[config.mk]
export PLATFORM = sky130hd
export DESIGN_NAME = charge_port_ctrl
export DESIGN_NICKNAME = d
export VERILOG_FILES = /design/src/rtl/charge_port_pkg.sv /design/src/rtl/charge_port_ctrl.sv
export SDC_FILE = /design/constraint.sdc
export NUM_CORES = 1
export LEC_CHECK = 0
export BUFFER_PORTS_ARGS = -buffer_cell sky130_fd_sc_hd__clkbuf_2
export CORE_ASPECT_RATIO = 0.8
export CORE_MARGIN = 2
export CORE_UTILIZATION = 45
export CTS_BUF_LIST = sky130_fd_sc_hd__clkbuf_8
export CTS_CLUSTER_SIZE = 25
export DETAILED_ROUTE_END_ITERATION = 16
export PLACE_DENSITY = 0.75
export SYNTH_ARGS = -nofsm -noshare
export SYNTH_HDL_FRONTEND = slang
export SYNTH_SLANG_ARGS = --single-unit
[constraint.sdc]
create_clock -name clock_i -period 2.1 [get_ports clock_i]
set_input_delay 0.21 -clock clock_i [delete_from_list [all_inputs] [get_ports clock_i]]
set_output_delay 0.21 -clock clock_i [all_outputs]
set_load 0.05 [all_outputs]
[src/rtl/charge_port_pkg.sv]
// Functional notes
// RULE_01: portable device drives D+ near 0.6 V, reads D- to spot SDP.
// RULE_02: portable device drives D- near 0.6 V, reads D+ for CDP or DCP.
// RULE_03: shorted scheme ties D+ to D- through at most 200 ohms.
// RULE_04: divider scheme a puts 2 V/2.7 V on D+/D-; scheme b swaps.
// RULE_05: 1.2 V scheme shorts and pulls lines up, then enters shorted.
// RULE_06: auto detect starts in divider a; attach runs discharge, 1.2 V, shorted.
// RULE_07: auto shorted holds until device releases lines, then divider a.
// RULE_08: divider a compliant device keeps the machine in divider a.
// RULE_09: divider a moves to divider b when current exceeds 750 mA.
// RULE_10: divider b retests high current; stays if drawn, else divider a.
// RULE_11: forced modes hold one scheme chosen by pins, never changing.
// RULE_12: data switches closed in CDP and SDP modes only with enable high.
// RULE_13: switches open on enable low, pins 000, or any charger mode.
// RULE_14: current limit never opens the data switches.
// RULE_15: CDP keeps data switches closed throughout, handshake included.
// RULE_16: data switches open while any output discharge runs.
// RULE_17: reset holds initial discharging state; release follows the pins.
// RULE_18: mode pins bit1 bit2 bit3 decode per mode table.
// RULE_19: variant 2 and CDP swap quietly; other charging changes discharge.
// RULE_20: discharge turns switch off, drains output, then switches back on.
// RULE_21: long time into auto detect from data modes, short time back; code uses the short time from variant 4 into auto.
// RULE_22: undocumented durations are cycle-count parameters.
package charge_port_pkg;

  localparam int CLK_PERIOD_NS = 5;
  // durations are not specified; plain defaults, overridable per instance
  localparam int LONG_DISCHARGE_NS = 10000;
  localparam int SHORT_DISCHARGE_NS = 2000;
  localparam int SCHEME_1V2_NS = 5000;
  localparam int RETEST_NS = 20000;
  localparam int LONG_DISCHARGE_CYC =
    (LONG_DISCHARGE_NS + CLK_PERIOD_NS - 1) / CLK_PERIOD_NS;
  localparam int SHORT_DISCHARGE_CYC =
    (SHORT_DISCHARGE_NS + CLK_PERIOD_NS - 1) / CLK_PERIOD_NS;
  localparam int SCHEME_1V2_CYC =
    (SCHEME_1V2_NS + CLK_PERIOD_NS - 1) / CLK_PERIOD_NS;
  localparam int RETEST_CYC = (RETEST_NS + CLK_PERIOD_NS - 1) / CLK_PERIOD_NS;
  localparam int TIMER_WIDTH = 16;

  // register map, byte addresses on the avalon slave
  localparam logic [3:0] STATUS_ADDR = 4'h0;
  localparam logic [3:0] CONTROL_ADDR = 4'h4;
  localparam int CTRL_DISCHARGE_BIT = 0;
  localparam int STAT_STATE_LSB = 0;
  localparam int STAT_MODE_LSB = 4;
  localparam int STAT_DISCH_BIT = 7;
  localparam int STAT_DATA_BIT = 8;
  localparam int STAT_POWER_BIT = 9;

  typedef enum logic [2:0] {
    MODE_DISCHARGE = 3'h0,
    MODE_CDP = 3'h1,
    MODE_STANDARD_PORT_VARIANT_2 = 3'h2,
    MODE_STANDARD_PORT_VARIANT_4 = 3'h3,
    MODE_STANDARD_PORT_VARIANT_1 = 3'h4,
    MODE_SHORTED = 3'h5,
    MODE_DIVIDER = 3'h6,
    MODE_AUTO = 3'h7
  } port_mode_t;

  typedef enum logic [3:0] {
    ST_INIT = 4'h0,
    ST_HOLD_LOW = 4'h1,
    ST_DISCHARGE = 4'h2,
    ST_DATA = 4'h3,
    ST_FORCED_SHORT = 4'h4,
    ST_FORCED_DIV = 4'h5,
    ST_DIV_A = 4'h6,
    ST_DIV_B = 4'h7,
    ST_ATTACH_DISCH = 4'h8,
    ST_PULL_1V2 = 4'h9,
    ST_AUTO_SHORT = 4'hA
  } ctrl_state_t;

endpackage : charge_port_pkg

[src/rtl/charge_port_ctrl.sv]
module charge_port_ctrl #( // RULE_22
  parameter int LONG_DISCHARGE_CYCLES = charge_port_pkg::LONG_DISCHARGE_CYC,
  parameter int SHORT_DISCHARGE_CYCLES = charge_port_pkg::SHORT_DISCHARGE_CYC,
  parameter int SCHEME_1V2_CYCLES = charge_port_pkg::SCHEME_1V2_CYC,
  parameter int RETEST_CYCLES = charge_port_pkg::RETEST_CYC,
  parameter int TIMER_W = charge_port_pkg::TIMER_WIDTH
) (
  input wire logic clock_i,
  input wire logic arst_n_i,
  input wire logic mode_select_bit1_i,
  input wire logic mode_select_bit2_i,
  input wire logic mode_select_bit3_i,
  input wire logic current_limit_select_i,
  input wire logic enable_i,
  input wire logic high_current_i,
  input wire logic device_on_lines_i,
  input wire logic current_limit_active_i,
  input wire logic [3:0] avs_address_i,
  input wire logic avs_read_i,
  input wire logic avs_write_i,
  input wire logic [31:0] avs_writedata_i,
  output logic [31:0] avs_readdata_o,
  output logic avs_waitrequest_o,
  output logic power_switch_on_o,
  output logic out_discharge_o,
  output logic data_switch_on_o,
  output logic lines_shorted_o,
  output logic pull_1v2_o,
  output logic divider_a_o,
  output logic divider_b_o
);

  // a timer too narrow would wrap and cut any interval over MAX_COUNT cycles short
  localparam int MAX_COUNT = 2 ** TIMER_W;
  if (TIMER_W < 2 || TIMER_W > 31 ||
      LONG_DISCHARGE_CYCLES < 1 || LONG_DISCHARGE_CYCLES > MAX_COUNT ||
      SHORT_DISCHARGE_CYCLES < 1 || SHORT_DISCHARGE_CYCLES > MAX_COUNT ||
      SCHEME_1V2_CYCLES < 1 || SCHEME_1V2_CYCLES > MAX_COUNT ||
      RETEST_CYCLES < 1 || RETEST_CYCLES > MAX_COUNT) begin : g_bad_param
    $error("charge_port_ctrl: timer parameters out of range");
  end

  localparam logic [TIMER_W-1:0] LONG_LOAD =
    TIMER_W'(LONG_DISCHARGE_CYCLES - 1);
  localparam logic [TIMER_W-1:0] SHORT_LOAD =
    TIMER_W'(SHORT_DISCHARGE_CYCLES - 1);
  localparam logic [TIMER_W-1:0] PULL_LOAD = TIMER_W'(SCHEME_1V2_CYCLES - 1);
  localparam logic [TIMER_W-1:0] RETEST_LOAD = TIMER_W'(RETEST_CYCLES - 1);
  localparam logic [TIMER_W-1:0] TIMER_ZERO = '0;

  charge_port_pkg::ctrl_state_t state_reg;
  charge_port_pkg::ctrl_state_t state_next;
  charge_port_pkg::port_mode_t mode_reg;
  charge_port_pkg::port_mode_t mode_next;
  charge_port_pkg::port_mode_t pin_mode;
  charge_port_pkg::ctrl_state_t entry_state;
  logic [TIMER_W-1:0] timer_reg;
  logic [TIMER_W-1:0] timer_next;
  logic disch_req_reg;
  logic disch_req_next;
  logic disch_req_clr;
  logic wait_reg;
  logic [31:0] rdata_reg;
  logic power_reg;
  logic disch_out_reg;
  logic data_sw_reg;
  logic shorted_reg;
  logic pull_reg;
  logic div_a_reg;
  logic div_b_reg;

  // pin decode, ordered bit1 bit2 bit3
  wire [2:0] pins = {mode_select_bit1_i, mode_select_bit2_i,
                     mode_select_bit3_i};
  assign pin_mode =
    (pins == 3'h0) ? charge_port_pkg::MODE_DISCHARGE :          // RULE_18
    (pins == 3'h7) ? (current_limit_select_i ?
                      charge_port_pkg::MODE_CDP :
                      charge_port_pkg::MODE_STANDARD_PORT_VARIANT_2) :             // RULE_18
    (pins == 3'h6) ? charge_port_pkg::MODE_STANDARD_PORT_VARIANT_4 :               // RULE_18
    (pins == 3'h2) ? charge_port_pkg::MODE_STANDARD_PORT_VARIANT_1 :               // RULE_18
    (pins == 3'h4) ? charge_port_pkg::MODE_SHORTED :            // RULE_18
    (pins == 3'h5) ? charge_port_pkg::MODE_DIVIDER :            // RULE_18
    charge_port_pkg::MODE_AUTO;                                  // RULE_18

  // state reached when a mode is applied without a discharge
  wire pin_is_data = (pin_mode == charge_port_pkg::MODE_CDP) ||
                     (pin_mode == charge_port_pkg::MODE_STANDARD_PORT_VARIANT_2) ||
                     (pin_mode == charge_port_pkg::MODE_STANDARD_PORT_VARIANT_4) ||
                     (pin_mode == charge_port_pkg::MODE_STANDARD_PORT_VARIANT_1);
  assign entry_state =
    (pin_mode == charge_port_pkg::MODE_DISCHARGE) ?
      charge_port_pkg::ST_HOLD_LOW :
    pin_is_data ? charge_port_pkg::ST_DATA :
    (pin_mode == charge_port_pkg::MODE_SHORTED) ?
      charge_port_pkg::ST_FORCED_SHORT :                         // RULE_11
    (pin_mode == charge_port_pkg::MODE_DIVIDER) ?
      charge_port_pkg::ST_FORCED_DIV :                           // RULE_11
    charge_port_pkg::ST_DIV_A;                                   // RULE_06

  // mode change classification
  wire mode_change = (pin_mode != mode_reg);
  wire reg_cdp_standard_port_variant_2 = (mode_reg == charge_port_pkg::MODE_CDP) ||
                      (mode_reg == charge_port_pkg::MODE_STANDARD_PORT_VARIANT_2);
  wire pin_cdp_standard_port_variant_2 = (pin_mode == charge_port_pkg::MODE_CDP) ||
                      (pin_mode == charge_port_pkg::MODE_STANDARD_PORT_VARIANT_2);
  wire quiet_swap = reg_cdp_standard_port_variant_2 && pin_cdp_standard_port_variant_2;               // RULE_19
  wire from_data_mode = reg_cdp_standard_port_variant_2 ||
                        (mode_reg == charge_port_pkg::MODE_STANDARD_PORT_VARIANT_1);
  wire use_long = from_data_mode &&
                  (pin_mode == charge_port_pkg::MODE_AUTO);      // RULE_21
  wire timer_done = (timer_reg == TIMER_ZERO);
  wire [TIMER_W-1:0] timer_dec = timer_done ? TIMER_ZERO :
                                 timer_reg - TIMER_W'(1);

  // main controller; pin changes override any auto-detect step
  always_comb begin
    state_next = state_reg;
    mode_next = mode_reg;
    timer_next = timer_dec;
    disch_req_clr = 1'b0;
    case (state_reg)
      charge_port_pkg::ST_INIT: begin
        state_next = entry_state;                                // RULE_17
        mode_next = pin_mode;                                    // RULE_17
      end
      charge_port_pkg::ST_HOLD_LOW: begin
        // output already drained, so leaving needs no new discharge
        if (mode_change) begin
          state_next = entry_state;
          mode_next = pin_mode;
        end
      end
      charge_port_pkg::ST_DISCHARGE: begin
        if (timer_done) begin
          state_next = entry_state;                              // RULE_20
          mode_next = pin_mode;
        end
      end
      default: begin
        if (mode_change) begin
          mode_next = pin_mode;
          if (pin_mode == charge_port_pkg::MODE_DISCHARGE) begin
            state_next = charge_port_pkg::ST_HOLD_LOW;
          end else if (quiet_swap) begin
            state_next = entry_state;                            // RULE_19
          end else begin
            state_next = charge_port_pkg::ST_DISCHARGE;          // RULE_19
            timer_next = use_long ? LONG_LOAD : SHORT_LOAD;      // RULE_21
          end
        end else if (disch_req_reg) begin
          disch_req_clr = 1'b1;
          state_next = charge_port_pkg::ST_DISCHARGE;            // RULE_20
          timer_next = SHORT_LOAD;
        end else begin
          case (state_reg)
            charge_port_pkg::ST_DIV_A: begin // RULE_08
              // attach of a shorted-scheme device outranks current draw
              if (device_on_lines_i) begin
                state_next = charge_port_pkg::ST_ATTACH_DISCH;   // RULE_06
                timer_next = SHORT_LOAD;
              end else if (high_current_i) begin
                state_next = charge_port_pkg::ST_DIV_B;          // RULE_09
                timer_next = RETEST_LOAD;
              end
            end
            charge_port_pkg::ST_DIV_B: begin
              if (device_on_lines_i) begin
                state_next = charge_port_pkg::ST_ATTACH_DISCH;   // RULE_06
                timer_next = SHORT_LOAD;
              end else if (timer_done) begin
                if (high_current_i) begin
                  timer_next = RETEST_LOAD;                      // RULE_10
                end else begin
                  state_next = charge_port_pkg::ST_DIV_A;        // RULE_10
                end
              end
            end
            charge_port_pkg::ST_ATTACH_DISCH: begin
              if (timer_done) begin
                state_next = charge_port_pkg::ST_PULL_1V2;       // RULE_06
                timer_next = PULL_LOAD;
              end
            end
            charge_port_pkg::ST_PULL_1V2: begin
              if (timer_done) begin
                state_next = charge_port_pkg::ST_AUTO_SHORT;     // RULE_05
              end
            end
            charge_port_pkg::ST_AUTO_SHORT: begin
              if (!device_on_lines_i) begin
                state_next = charge_port_pkg::ST_DIV_A;          // RULE_07
              end
            end
            default: begin
              // forced and data modes have no automatic steps
              state_next = state_reg;                            // RULE_11
            end
          endcase
        end
      end
    endcase
  end

  // line and switch controls, taken from the next state so they
  // change on the same edge as the state itself
  wire discharging_next =
    (state_next == charge_port_pkg::ST_INIT) ||
    (state_next == charge_port_pkg::ST_HOLD_LOW) ||
    (state_next == charge_port_pkg::ST_DISCHARGE) ||
    (state_next == charge_port_pkg::ST_ATTACH_DISCH);
  // current_limit_active_i deliberately plays no part here
  wire data_sw_next = enable_i && // RULE_15
                      (state_next == charge_port_pkg::ST_DATA);  // RULE_12
  wire power_next = enable_i && !discharging_next;               // RULE_20
  wire shorted_next =
    (state_next == charge_port_pkg::ST_FORCED_SHORT) ||
    (state_next == charge_port_pkg::ST_AUTO_SHORT) ||
    (state_next == charge_port_pkg::ST_PULL_1V2);                // RULE_03
  wire pull_next = (state_next == charge_port_pkg::ST_PULL_1V2); // RULE_05
  wire div_a_next = (state_next == charge_port_pkg::ST_FORCED_DIV) ||
                    (state_next == charge_port_pkg::ST_DIV_A);   // RULE_04
  wire div_b_next = (state_next == charge_port_pkg::ST_DIV_B);   // RULE_04
  wire unused_limit = current_limit_active_i;                    // RULE_14

  // state and timer; reset lands in the initial discharging state
  always_ff @(posedge clock_i or negedge arst_n_i) begin
    if (!arst_n_i) begin
      state_reg <= charge_port_pkg::ST_INIT;                     // RULE_17
      mode_reg <= charge_port_pkg::MODE_DISCHARGE;
      timer_reg <= '0;
    end else begin
      state_reg <= state_next;
      mode_reg <= mode_next;
      timer_reg <= timer_next;
    end
  end

  // registered outputs; data switches stay open through any discharge
  always_ff @(posedge clock_i or negedge arst_n_i) begin
    if (!arst_n_i) begin
      power_reg <= 1'b0;
      disch_out_reg <= 1'b1;                                     // RULE_17
      data_sw_reg <= 1'b0;                                       // RULE_16
      shorted_reg <= 1'b0;
      pull_reg <= 1'b0;
      div_a_reg <= 1'b0;
      div_b_reg <= 1'b0;
    end else begin
      power_reg <= power_next;
      disch_out_reg <= discharging_next;                         // RULE_20
      data_sw_reg <= data_sw_next && !discharging_next; // RULE_13 RULE_16
      shorted_reg <= shorted_next;
      pull_reg <= pull_next;
      div_a_reg <= div_a_next;
      div_b_reg <= div_b_next;
    end
  end

  // avalon slave: every access waits exactly one cycle
  wire bus_req = avs_read_i || avs_write_i;
  wire bus_take = bus_req && !wait_reg;
  wire ctrl_write = avs_write_i && bus_take &&
                    (avs_address_i == charge_port_pkg::CONTROL_ADDR);
  // software set wins over the hardware clear in the same cycle
  assign disch_req_next =
    (ctrl_write && avs_writedata_i[charge_port_pkg::CTRL_DISCHARGE_BIT]) ||
    (disch_req_reg && !disch_req_clr);

  // status word; unmapped addresses read as zero
  wire [31:0] status_word =
    (32'(state_reg) << charge_port_pkg::STAT_STATE_LSB) |
    (32'(mode_reg) << charge_port_pkg::STAT_MODE_LSB) |
    (32'(disch_out_reg) << charge_port_pkg::STAT_DISCH_BIT) |
    (32'(data_sw_reg) << charge_port_pkg::STAT_DATA_BIT) |
    (32'(power_reg) << charge_port_pkg::STAT_POWER_BIT);
  wire [31:0] read_mux =
    (avs_address_i == charge_port_pkg::STATUS_ADDR) ? status_word :
    (avs_address_i == charge_port_pkg::CONTROL_ADDR) ?
      (32'(disch_req_reg) << charge_port_pkg::CTRL_DISCHARGE_BIT) :
    32'h00000000;

  // bus handshake and control flag
  always_ff @(posedge clock_i or negedge arst_n_i) begin
    if (!arst_n_i) begin
      wait_reg <= 1'b1;
      rdata_reg <= 32'h00000000;
      disch_req_reg <= 1'b0;
    end else begin
      wait_reg <= !(bus_req && wait_reg);
      if (avs_read_i && wait_reg) begin
        rdata_reg <= read_mux;
      end
      disch_req_reg <= disch_req_next;
    end
  end

  assign avs_readdata_o = rdata_reg;
  assign avs_waitrequest_o = wait_reg;
  assign power_switch_on_o = power_reg;
  assign out_discharge_o = disch_out_reg;
  assign data_switch_on_o = data_sw_reg;
  assign lines_shorted_o = shorted_reg;
  assign pull_1v2_o = pull_reg;
  assign divider_a_o = div_a_reg;
  assign divider_b_o = div_b_reg;

endmodule : charge_port_ctrl

==> results of run 1 <==
[report_power, final]
part	switching [mW]	total, mW	internal [mW]	leakage (nW)
clock	0.296	0.646	0.350	0.0556
combinational	1.69	3.06	1.37	1.23
sequential	0.169	1.17	1.00	0.533
[area by class of cell]
class | instances | area (sq um) | share of cell area
clock buffers | 5 | 68.8 | 0.0175
inverters | 6 | 22.5 | 0.00574
flip-flops and latches | 42 | 1050 | 0.269
well taps | 81 | 101 | 0.0258
diodes | 1 | 2.50 | 0.000638
multi-input cells | 248 | 1760 | 0.448
repair buffers | 123 | 873 | 0.223
clock inverters | 3 | 41.3 | 0.0105
[cells by family after synthesis]
| group | count (synthesis) | synth area share |
|---|---|---|
| AOI/OAI and AO/OA | 87 | 0.232 |
| and+or+nand+nor | 119 | 0.229 |
| xor gates and xnor gates | 17 | 0.0534 |
| buffers and inverters | 43 | 0.0943 |
| adders and majority gates | 1 | 0.00449 |
| muxes | 2 | 0.00763 |
| other | 1 | 0.00135 |
| DFF | 42 | 0.378 |
[through the flow]
step / area (sq um) / setup WS, ns / util
after floorplan: 2870 / -0.0963 / -
after global placement: 3470 / -0.204 / 0.585
after detailed placement: 3470 / -0.242 / 0.585
after CTS: 3830 / -0.162 / 0.645
after global routing: 3920 / -0.255 / 0.660
final: 3920 / -0.229 / 0.660
[per-layer routing]
| layer | up-vias | GRT usage |
|---|---|---|
| met5 | - | 0 |
| met4 | 0 | 0.0647 |
| met3 | 15 | 0.0193 |
| met2 | 122 | 0.388 |
| met1 | 1364 | 0.336 |
| li1 | 1320 | - |
[synth_stat cells, types with 3 or more instances]
cell type and instances:
nand3b_1 5, nor4_1 4, o211ai_2 3, and2_1 3
a21oi_1 15, a22o_1 9, nor3_1 10, buf_4 22
buf_2 7, dfrtp_1 40, xor2_1 4, nor3b_1 4
o21ai_0 13, xnor2_1 13, inv_1 6, nand4_1 3
clkbuf_1 7, nand3_1 7, o21ai_1 7, nor2_1 27
nor2b_1 4, a21o_1 4, o31ai_1 6, nand2_1 32
or3_1 5
[critical path: stages, from the launching register on]
cell and delay [ns]:
dfrtp_1 0.42, buf_6 0.13, or4_4 0.50, or3_4 0.39, nor2_8 0.11, nor2_1 0.05, o31ai_1 0.26, a21oi_1 0.11
o31a_1 0.25
[worst paths after layout]
check                                     to  slack [ns]  cells after the start
max reg2reg                     timer_reg[9]       -0.23                      8
min in group asynchronous        divider_a_o        0.50                      3
max                             timer_reg[9]       -0.23                      8
min reg2reg                avs_waitrequest_o        0.49                      1
max in group asynchronous    out_discharge_o        1.20                      3
min                        avs_waitrequest_o        0.07                      2
[repair_timing]
action                                  in CTS  in global routing
hold buffers                                 1                  0
pin swaps                                   17                 10
hold endpoints to repair                    10                  0
endpoints found under the setup margin      24                 29
buffers inserted                             9                  3
gates resized for setup                     34                 17
[placed cells by master (no fill, tap or decap), types with 3 or more instances in the layout]
cell type   n
nor3_1      8
o21ai_0    11
a21oi_1    10
and2_1      3
a22o_1      9
dfrtp_1    39
nand2_1    31
nor4_2      3
nand3_1     6
xor2_1      4
xnor2_1    10
clkbuf_2   33
conb_1     22
o21ai_1     8
a21oi_2     6
nor2b_1     3
or3_1       4
nand3b_1    5
buf_6       8
xnor2_2     3
inv_1       6
o31ai_1     5
a21o_1      3
clkbuf_8    5
buf_4      81
nor2_1     21
nand4_1     3
nor2_2      5
==> metrics.txt, run 1 <==
Clock Latency Late Sink roughly 0.30 ns; EDFF count, synth 0; part of the cycle the worst path needs 1.11; Die Width 92.0 um; I/O pins slightly below 90; cell count after synthesis 312; DR vias/cell 5.54; Worst-path clk slew 0.08 ns; # nets final 475; Slew Limit Fails 0; top area cells in the synthesized netlist dfrtp_1 36%, buf_4 5.9%, nand2_1 4.3%, xnor2_1 4.1%, nor2_1 3.6%; CTS Buf Count 5; CTS tree done; peak supply drop 700 uV; Leak approximately 1.8 nW; Final Setup Violations 21; post-synth top area share 0.359; Non-Filler Instances 509; Hold WC Path Type primary input to flop; drt wl/cell 15.7 um; Core Area 5940 sq um; maximum root-to-sink buffer count 2; Power Total 4.88 mW; initial antenna violation count 1; async set or reset register ratio after synthesis 1.00; final wirelength 7980 um; CP arrival between 2 and 3 ns; antenna-violating nets left 0; Filler cells 463; CP required around 2.3 ns; Hold Slack 0.0713 ns; Max Cap Viol 0; num rows 25; I/O Buffers 33; highest metal used met4; Root Driver clkbuf_8; total gr overflow 0; sequential fraction of the synthesis area 0.378; DP Cell Count 487; Setup WS post-layout -0.229 ns; Final GP Congestion 0.930; DRC 0; die area 6840 sq um; Max Fclk 0.429 GHz; clock sinks 42; syn_area_per_cell about 9 sq um; #FFs+latches synth 42; first-pass GRT wire length 12,800 um; CP Launch Point timer_reg[11]; Startpoint Class flop; vias approximately 2,800; All-Layer GR Usage 0.234; layout cell share with drive strength beyond 1 0.426; critical path type flop to flop; Detail Route met2 WL approximately 3700 um; dominant cell type by area after synthesis dfrtp_1; critical path capture point type flop; slew margin rel. 0.635; number of warnings issued by yosys 0; Initial Util 0.469; post-synth cell types 65; Largest register FFs 16; H-Tree Depth 2; RSZ-0062 raised after global routing yes; min Tclk post-route 2.33 ns; First-pass DRT Iterations 5; dpl hpwl 5440 um; drt initial violations ~370; post-synthesis cell area approximately 2800 sq um; Fin Setup TNS -1.69 ns; synthesis-to-layout area growth 40.8%; Hold Startpoint avs_read_i; largest net degree at the start of global routing 43; vias in the first global route 2,637; Synth Flop Type dfrtp_1; Die Ht 74.4 um; metal3 WL 505 um; met1 WL 3650 um; Fin. Hold Viols 0; FF-to-FF Start timer_reg[11]; status finished with violations; Slew @ Worst Pin ~0.55 ns; CP max FO 4; Pwr Density 1240 nW/um^2; skew final 0.00335 ns; failing checks negative setup slack
Note: power is estimated with default switching activity, not from simulation.
==> inputs of run 2 (changes only) <==
Settings changed: CAP_MARGIN from default to 30, GPL_TIMING_DRIVEN from default to 0.
==> run 2 against run 1 <==
  * The run still ends with negative setup slack left
  * Largest cell class unchanged
  * Clock skew fell by 0.0017 ns
  * Sequential power about the same
  * Die area unchanged
  * Critical endpoint is now lines_shorted_o
  * Via count down 6.1%
  * Clock power down 23%
  * Highest routed layer unchanged
  * Maximum frequency grew 5.4%
  * Count of clock-buffer cells in the layout unchanged
  * Critical path type unchanged
  * Hold slack gained 0.019 ns
  * Routed wire length fell by 9.0%
  * Global-route usage fell by 2.0 points
  * Final cell count down 7.3%
  * Critical path depth up 3
==> metrics.txt, run 2 (same netlist as run 1, synthesis figures left out) <==
DP Area 3160 sq um (-9.1%); DR vias/cell 5.61 (+1.3%); Max Cap Viol 0 (unchanged); met1 GRT Util 0.293 (-0.0435); Pwr Density 1190 nW/um^2 (-4.6%); part of the cycle the worst path needs 1.05 (-0.0568); Hold WC Path Type primary input to flop; vias in the first global route 2,432 (-7.8%); slew margin rel. 0.302 (-0.333); Worst-path clk slew 0.08 ns (about the same); Hold Slack 0.0903 ns (+0.0190 ns); critical path capture point type flop; maximum root-to-sink buffer count 2 (unchanged); Initial Util 0.469 (unchanged); I/O Buffers 32 (-3.0%); CP max FO 6 (+2); CP required 2.31 ns (+0.03 ns); Setup WS post-layout -0.110 ns (+0.119 ns); Final GP Congestion 0.922 (-0.86%); RSZ-0062 raised after global routing yes; critical path type flop to flop; vias 2,650 (-6.1%); peak supply drop 544 uV (-22%); Die Ht 74.4 um (unchanged); CP arrival 2.42 ns (-0.09 ns); CTS tree done; status finished with violations; Leak 1.67 nW (-8.2%); layout cell share with drive strength beyond 1 0.376 (-0.0503); First-pass DRT Iterations 5 (unchanged); commonest cells after routing, fill and taps aside 41 x buf_4, 39 x dfrtp_1, 33 x clkbuf_2; die area 6840 sq um (unchanged); most common cell after layout, fill and taps aside buf_4; failing checks negative setup slack; Startpoint Class flop; area of the multi-input gates 1840 sq um (+4.6%); num rows 25 (unchanged); largest net degree at the start of global routing 25 (-42%); CTS Buf Count 5 (unchanged); Reg area 1050 sq um (unchanged); Clock Latency Late Sink 0.29 ns (about the same); antenna-violating nets left 0 (unchanged); drt initial violations 242 (-35%); total gr overflow 0 (unchanged); Die Width 92.0 um (unchanged); Non-Filler Cell Area, Final 3690 sq um (-5.9%); Max Fclk 0.453 GHz (+5.4%); Fin Setup TNS -0.765 ns (+0.920 ns); dpl hpwl 4890 um (-10%); H-Tree Depth 2 (unchanged); Filler cells 479 (+3.5%); synthesis-to-layout area growth 32.4%; I/O pins 88 (unchanged); first-pass GRT wire length 11,700 um (-8.8%); Final Setup Violations 11 (-48%); min Tclk post-route 2.21 ns (-0.119 ns); skew final 0.00165 ns (-0.00170 ns); busiest metal layer after global routing met2; GR Util met3 0.0395 (+0.0203); Root Driver clkbuf_8; DRC 0 (unchanged); final wirelength 7260 um (-9.0%); All-Layer GR Usage 0.214 (-0.0201); Slew Limit Fails 0 (unchanged); Fin. Hold Viols 0 (unchanged); Largest register FFs 16 (unchanged); initial antenna violation count 0 (-1); # nets final 440 (-7.4%); n_diodes 0 (-1); clock sinks 42 (unchanged); grt met2 use 0.357 (-0.0310); drt wl/cell 15.4 um (-1.9%); Slew @ Worst Pin 1.04 ns (+0.491 ns); Core Area 5940 sq um (unchanged)
## run 2: final timing paths
kind | start | end | slack, ns | cells past startpoint
min in group asynchronous | arst_n_i | divider_a_o | 0.43 | 2
max | timer_reg[1] | lines_shorted_o | -0.11 | 11
max reg2reg | timer_reg[1] | lines_shorted_o | -0.11 | 11
min | avs_read_i | avs_waitrequest_o | 0.09 | 2
min reg2reg | avs_readdata_o[0] | avs_readdata_o[0] | 0.48 | 2
max in group asynchronous | arst_n_i | avs_waitrequest_o | 1.09 | 3
## run 2: where the power goes
group / total (mW) / internal [mW] / switching (mW)
Sequential: 1.20 / 1.00 / 0.191
Combinational: 2.69 / 1.08 / 1.60
Clock: 0.495 / 0.223 / 0.272
Total: 4.38 / 2.31 / 2.07
## run 2: cell type report
type                            instances  share of cell area
Sequential cell                        42               0.286
Clock buffer                            5              0.0187
Clock inverter                          2             0.00271
Buffer                                 35              0.0668
Tap cell                               81              0.0275
Inverter                                6             0.00610
Timing Repair Buffer                   53              0.0943
Multi-Input combinational cell        248               0.498
## run 2: layer usage
metal | vias up | part of all wire
met5 | - | 0
met1 | 1266 | 0.45
met2 | 126 | 0.45
li1 | 1249 | -
met4 | 0 | 0.012
met3 | 9 | 0.081
## run 2: stage by stage
step	util	cells	power, mW	setup WS, ns
floorplan	-	333	2.74	-0.0963
global placement	0.527	446	3.12	-0.574
detailed placement	0.532	447	3.17	-0.605
CTS	0.593	468	4.03	-0.0985
global route	0.621	472	4.63	-0.215
finish	0.621	472	4.38	-0.110
## run 2: critical path, stage by stage (launching register included)
cell and delay [ns]:
dfrtp_1 0.39, inv_1 0.11, ha_4 0.15, nor3b_4 0.20
nand4_1 0.14, buf_6 0.17, o31ai_4 0.22, nand3_2 0.18
o311ai_4 0.17, buf_6 0.18, a21oi_2 0.05, a22oi_1 0.16
## run 2: timing repair
action | CTS | global route
buffers inserted | 14 | 5
endpoints found under the setup margin | 28 | 27
hold buffers | 1 | 0
gates resized for setup | 30 | 34
pin swaps | 18 | 13
endpoints found under the hold margin | 18 | 0
==> inputs of run 3 (changes only) <==
Settings changed: CORE_MARGIN 2 to default, SKIP_CTS_REPAIR_TIMING from default to 1.
==> run 3 against run 2 <==
  * The flow still finishes with violations (negative setup slack)
  * Hold slack got worse by 0.029 ns
  * Final cell count shrank 0.21%
  * Sequential share of layout area increased by 0.22 points
==> metrics.txt, run 3 (same netlist as run 1, synthesis figures left out) <==
status finished with violations; failing checks negative setup slack; num rows 25 (unchanged); Worst Path Buf+Inv 0 (-3); crit path cell chain or4_4, or3_4, nor2_8, a21oi_2, o31ai_1, a21oi_1, o31a_1; Slew Limit Fails 0 (unchanged); Non-Filler Instances 471 (-0.21%); maximum root-to-sink buffer count 2 (unchanged); Max Cap Viol 0 (unchanged); slowest stage cell, crit path or4_4; R2R depth 7 (-4); Startpoint Class flop; Leak 1.62 nW (-3.2%); I/O Buffers 32 (unchanged); I/O pins 88 (unchanged); vias in the first global route 2,172 (-11%); CTS Buf Count 5 (unchanged); slew margin rel. 0.283 (-0.0197); # nets final 438 (-0.45%); drt wl/cell 15.2 um (-1.2%); dpl hpwl 4790 um (-2.1%); Hold Startpoint avs_read_i; Die Width 90.0 um (-2.2%); Initial Util 0.469 (unchanged); Final Setup Violations 17 (+6); Die Ht 72.4 um (-2.7%); first-pass GRT wire length 10,300 um (-12%); total gr overflow 0 (unchanged); RSZ-0062 raised after global routing yes; die area 6510 sq um (-4.8%); largest net degree at the start of global routing 27 (+8.0%); min Tclk post-route 2.32 ns (+0.108 ns); layout cell share with drive strength beyond 1 0.369 (-0.00673); Worst-path clk slew 0.08 ns (about the same); All-Layer GR Usage 0.198 (-0.0167); H-Tree Depth 2 (unchanged); First-pass DRT Iterations 5 (unchanged); CP arrival 2.50 ns (+0.08 ns); number of cells on the critical path 7 (-4); initial antenna violation count 0 (unchanged); Root Driver clkbuf_8; skew final 0.00676 ns (+0.00511 ns); Fin. Hold Viols 0 (unchanged); final wirelength 7160 um (-1.4%); CP required 2.28 ns (-0.03 ns); WHS Path Cells 2 (unchanged); vias 2,640 (-0.38%); Worst Hold End avs_waitrequest_o; DRC 0 (unchanged); Setup WS post-layout -0.218 ns (-0.108 ns); Worst path top cell family by delay simple AND/OR/NAND/NOR gates; most common cell after layout, fill and taps aside dfrtp_1; synthesis-to-layout area growth 31.7%; slowest stage delay, CP 0.56 ns (+0.17 ns); R2R Path End timer_reg[9]; Final GP Congestion 0.897 (-2.6%); Hold Slack 0.0617 ns (-0.0286 ns); Slew @ Worst Pin 1.07 ns (+0.0294 ns); antenna-violating nets left 0 (unchanged); n_diodes 0 (unchanged); critical path type flop to flop; part of the cycle the worst path needs 1.10 (+0.0513); Max Fclk 0.431 GHz (-4.6%); critical path capture point type flop; drt initial violations 248 (+2.5%); clock sinks 42 (unchanged); Non-Filler Cell Area, Final 3670 sq um (-0.54%); Pwr Density 1180 nW/um^2 (-0.18%); Filler cells 498 (+4.0%); DR vias/cell 5.61 (-0.17%); CP max FO 7 (+1); Largest register FFs 16 (unchanged); Hold WC Path Type primary input to flop; DP Area 3150 sq um (-0.24%); DP Cell Count 447 (unchanged); Clock Latency Late Sink 0.30 ns (about the same); CTS tree done; commonest cells after routing, fill and taps aside 37 x dfrtp_1, 35 x buf_4, 33 x clkbuf_2; peak supply drop 466 uV (-14%); FF-to-FF Start timer_reg[13]; R2R Setup Slk -0.22 ns (-0.11 ns); Core Area 5940 sq um (unchanged)
run 3: metal layers:
metal	wire, um	global-route usage
met1	3300	0.283
met5	0	0
met3	519	0.0356
met2	3230	0.311
met4	112	0.0520
run 3: worst max-delay path by stage:
stage | from | to | slack [ns]
floorplan | timer_reg[11] | timer_reg[9] | -0.1
global placement | timer_reg[0] | power_switch_on_o | -0.59
detailed placement | timer_reg[0] | power_switch_on_o | -0.62
CTS | timer_reg[0] | power_switch_on_o | -0.65
global route | timer_reg[13] | timer_reg[9] | -0.27
finish | timer_reg[13] | timer_reg[9] | -0.22
run 3: where the power goes:
group / switching, mW / internal [mW] / total, mW
Clock: 0.278 / 0.261 / 0.538
Combinational: 1.59 / 1.03 / 2.62
Sequential: 0.180 / 1.01 / 1.19
run 3: area by class of cell:
| cell class | instances | area, sq um | share of cell area |
|---|---|---|---|
| buffer | 36 | 246 | 0.0672 |
| inverter | 6 | 22.5 | 0.00614 |
| clock inverter | 2 | 8.76 | 0.00239 |
| clock buffer | 6 | 82.6 | 0.0225 |
| timing repair buffer | 50 | 334 | 0.0910 |
| tap | 81 | 101 | 0.0276 |
| sequential | 42 | 1060 | 0.288 |
| multi-input combinational | 248 | 1820 | 0.495 |
run 3: per-stage QoR:
stage	TNS, ns	power, mW	setup slack [ns]	util
2_1_floorplan	-0.206	2.74	-0.0963	-
3_3_place_gp	-4.70	3.12	-0.589	0.527
3_5_place_dp	-5.24	3.17	-0.616	0.530
4_1_cts	-5.95	3.71	-0.650	0.546
5_1_grt	-2.88	4.60	-0.275	0.617
6_report	-1.73	4.34	-0.218	0.617
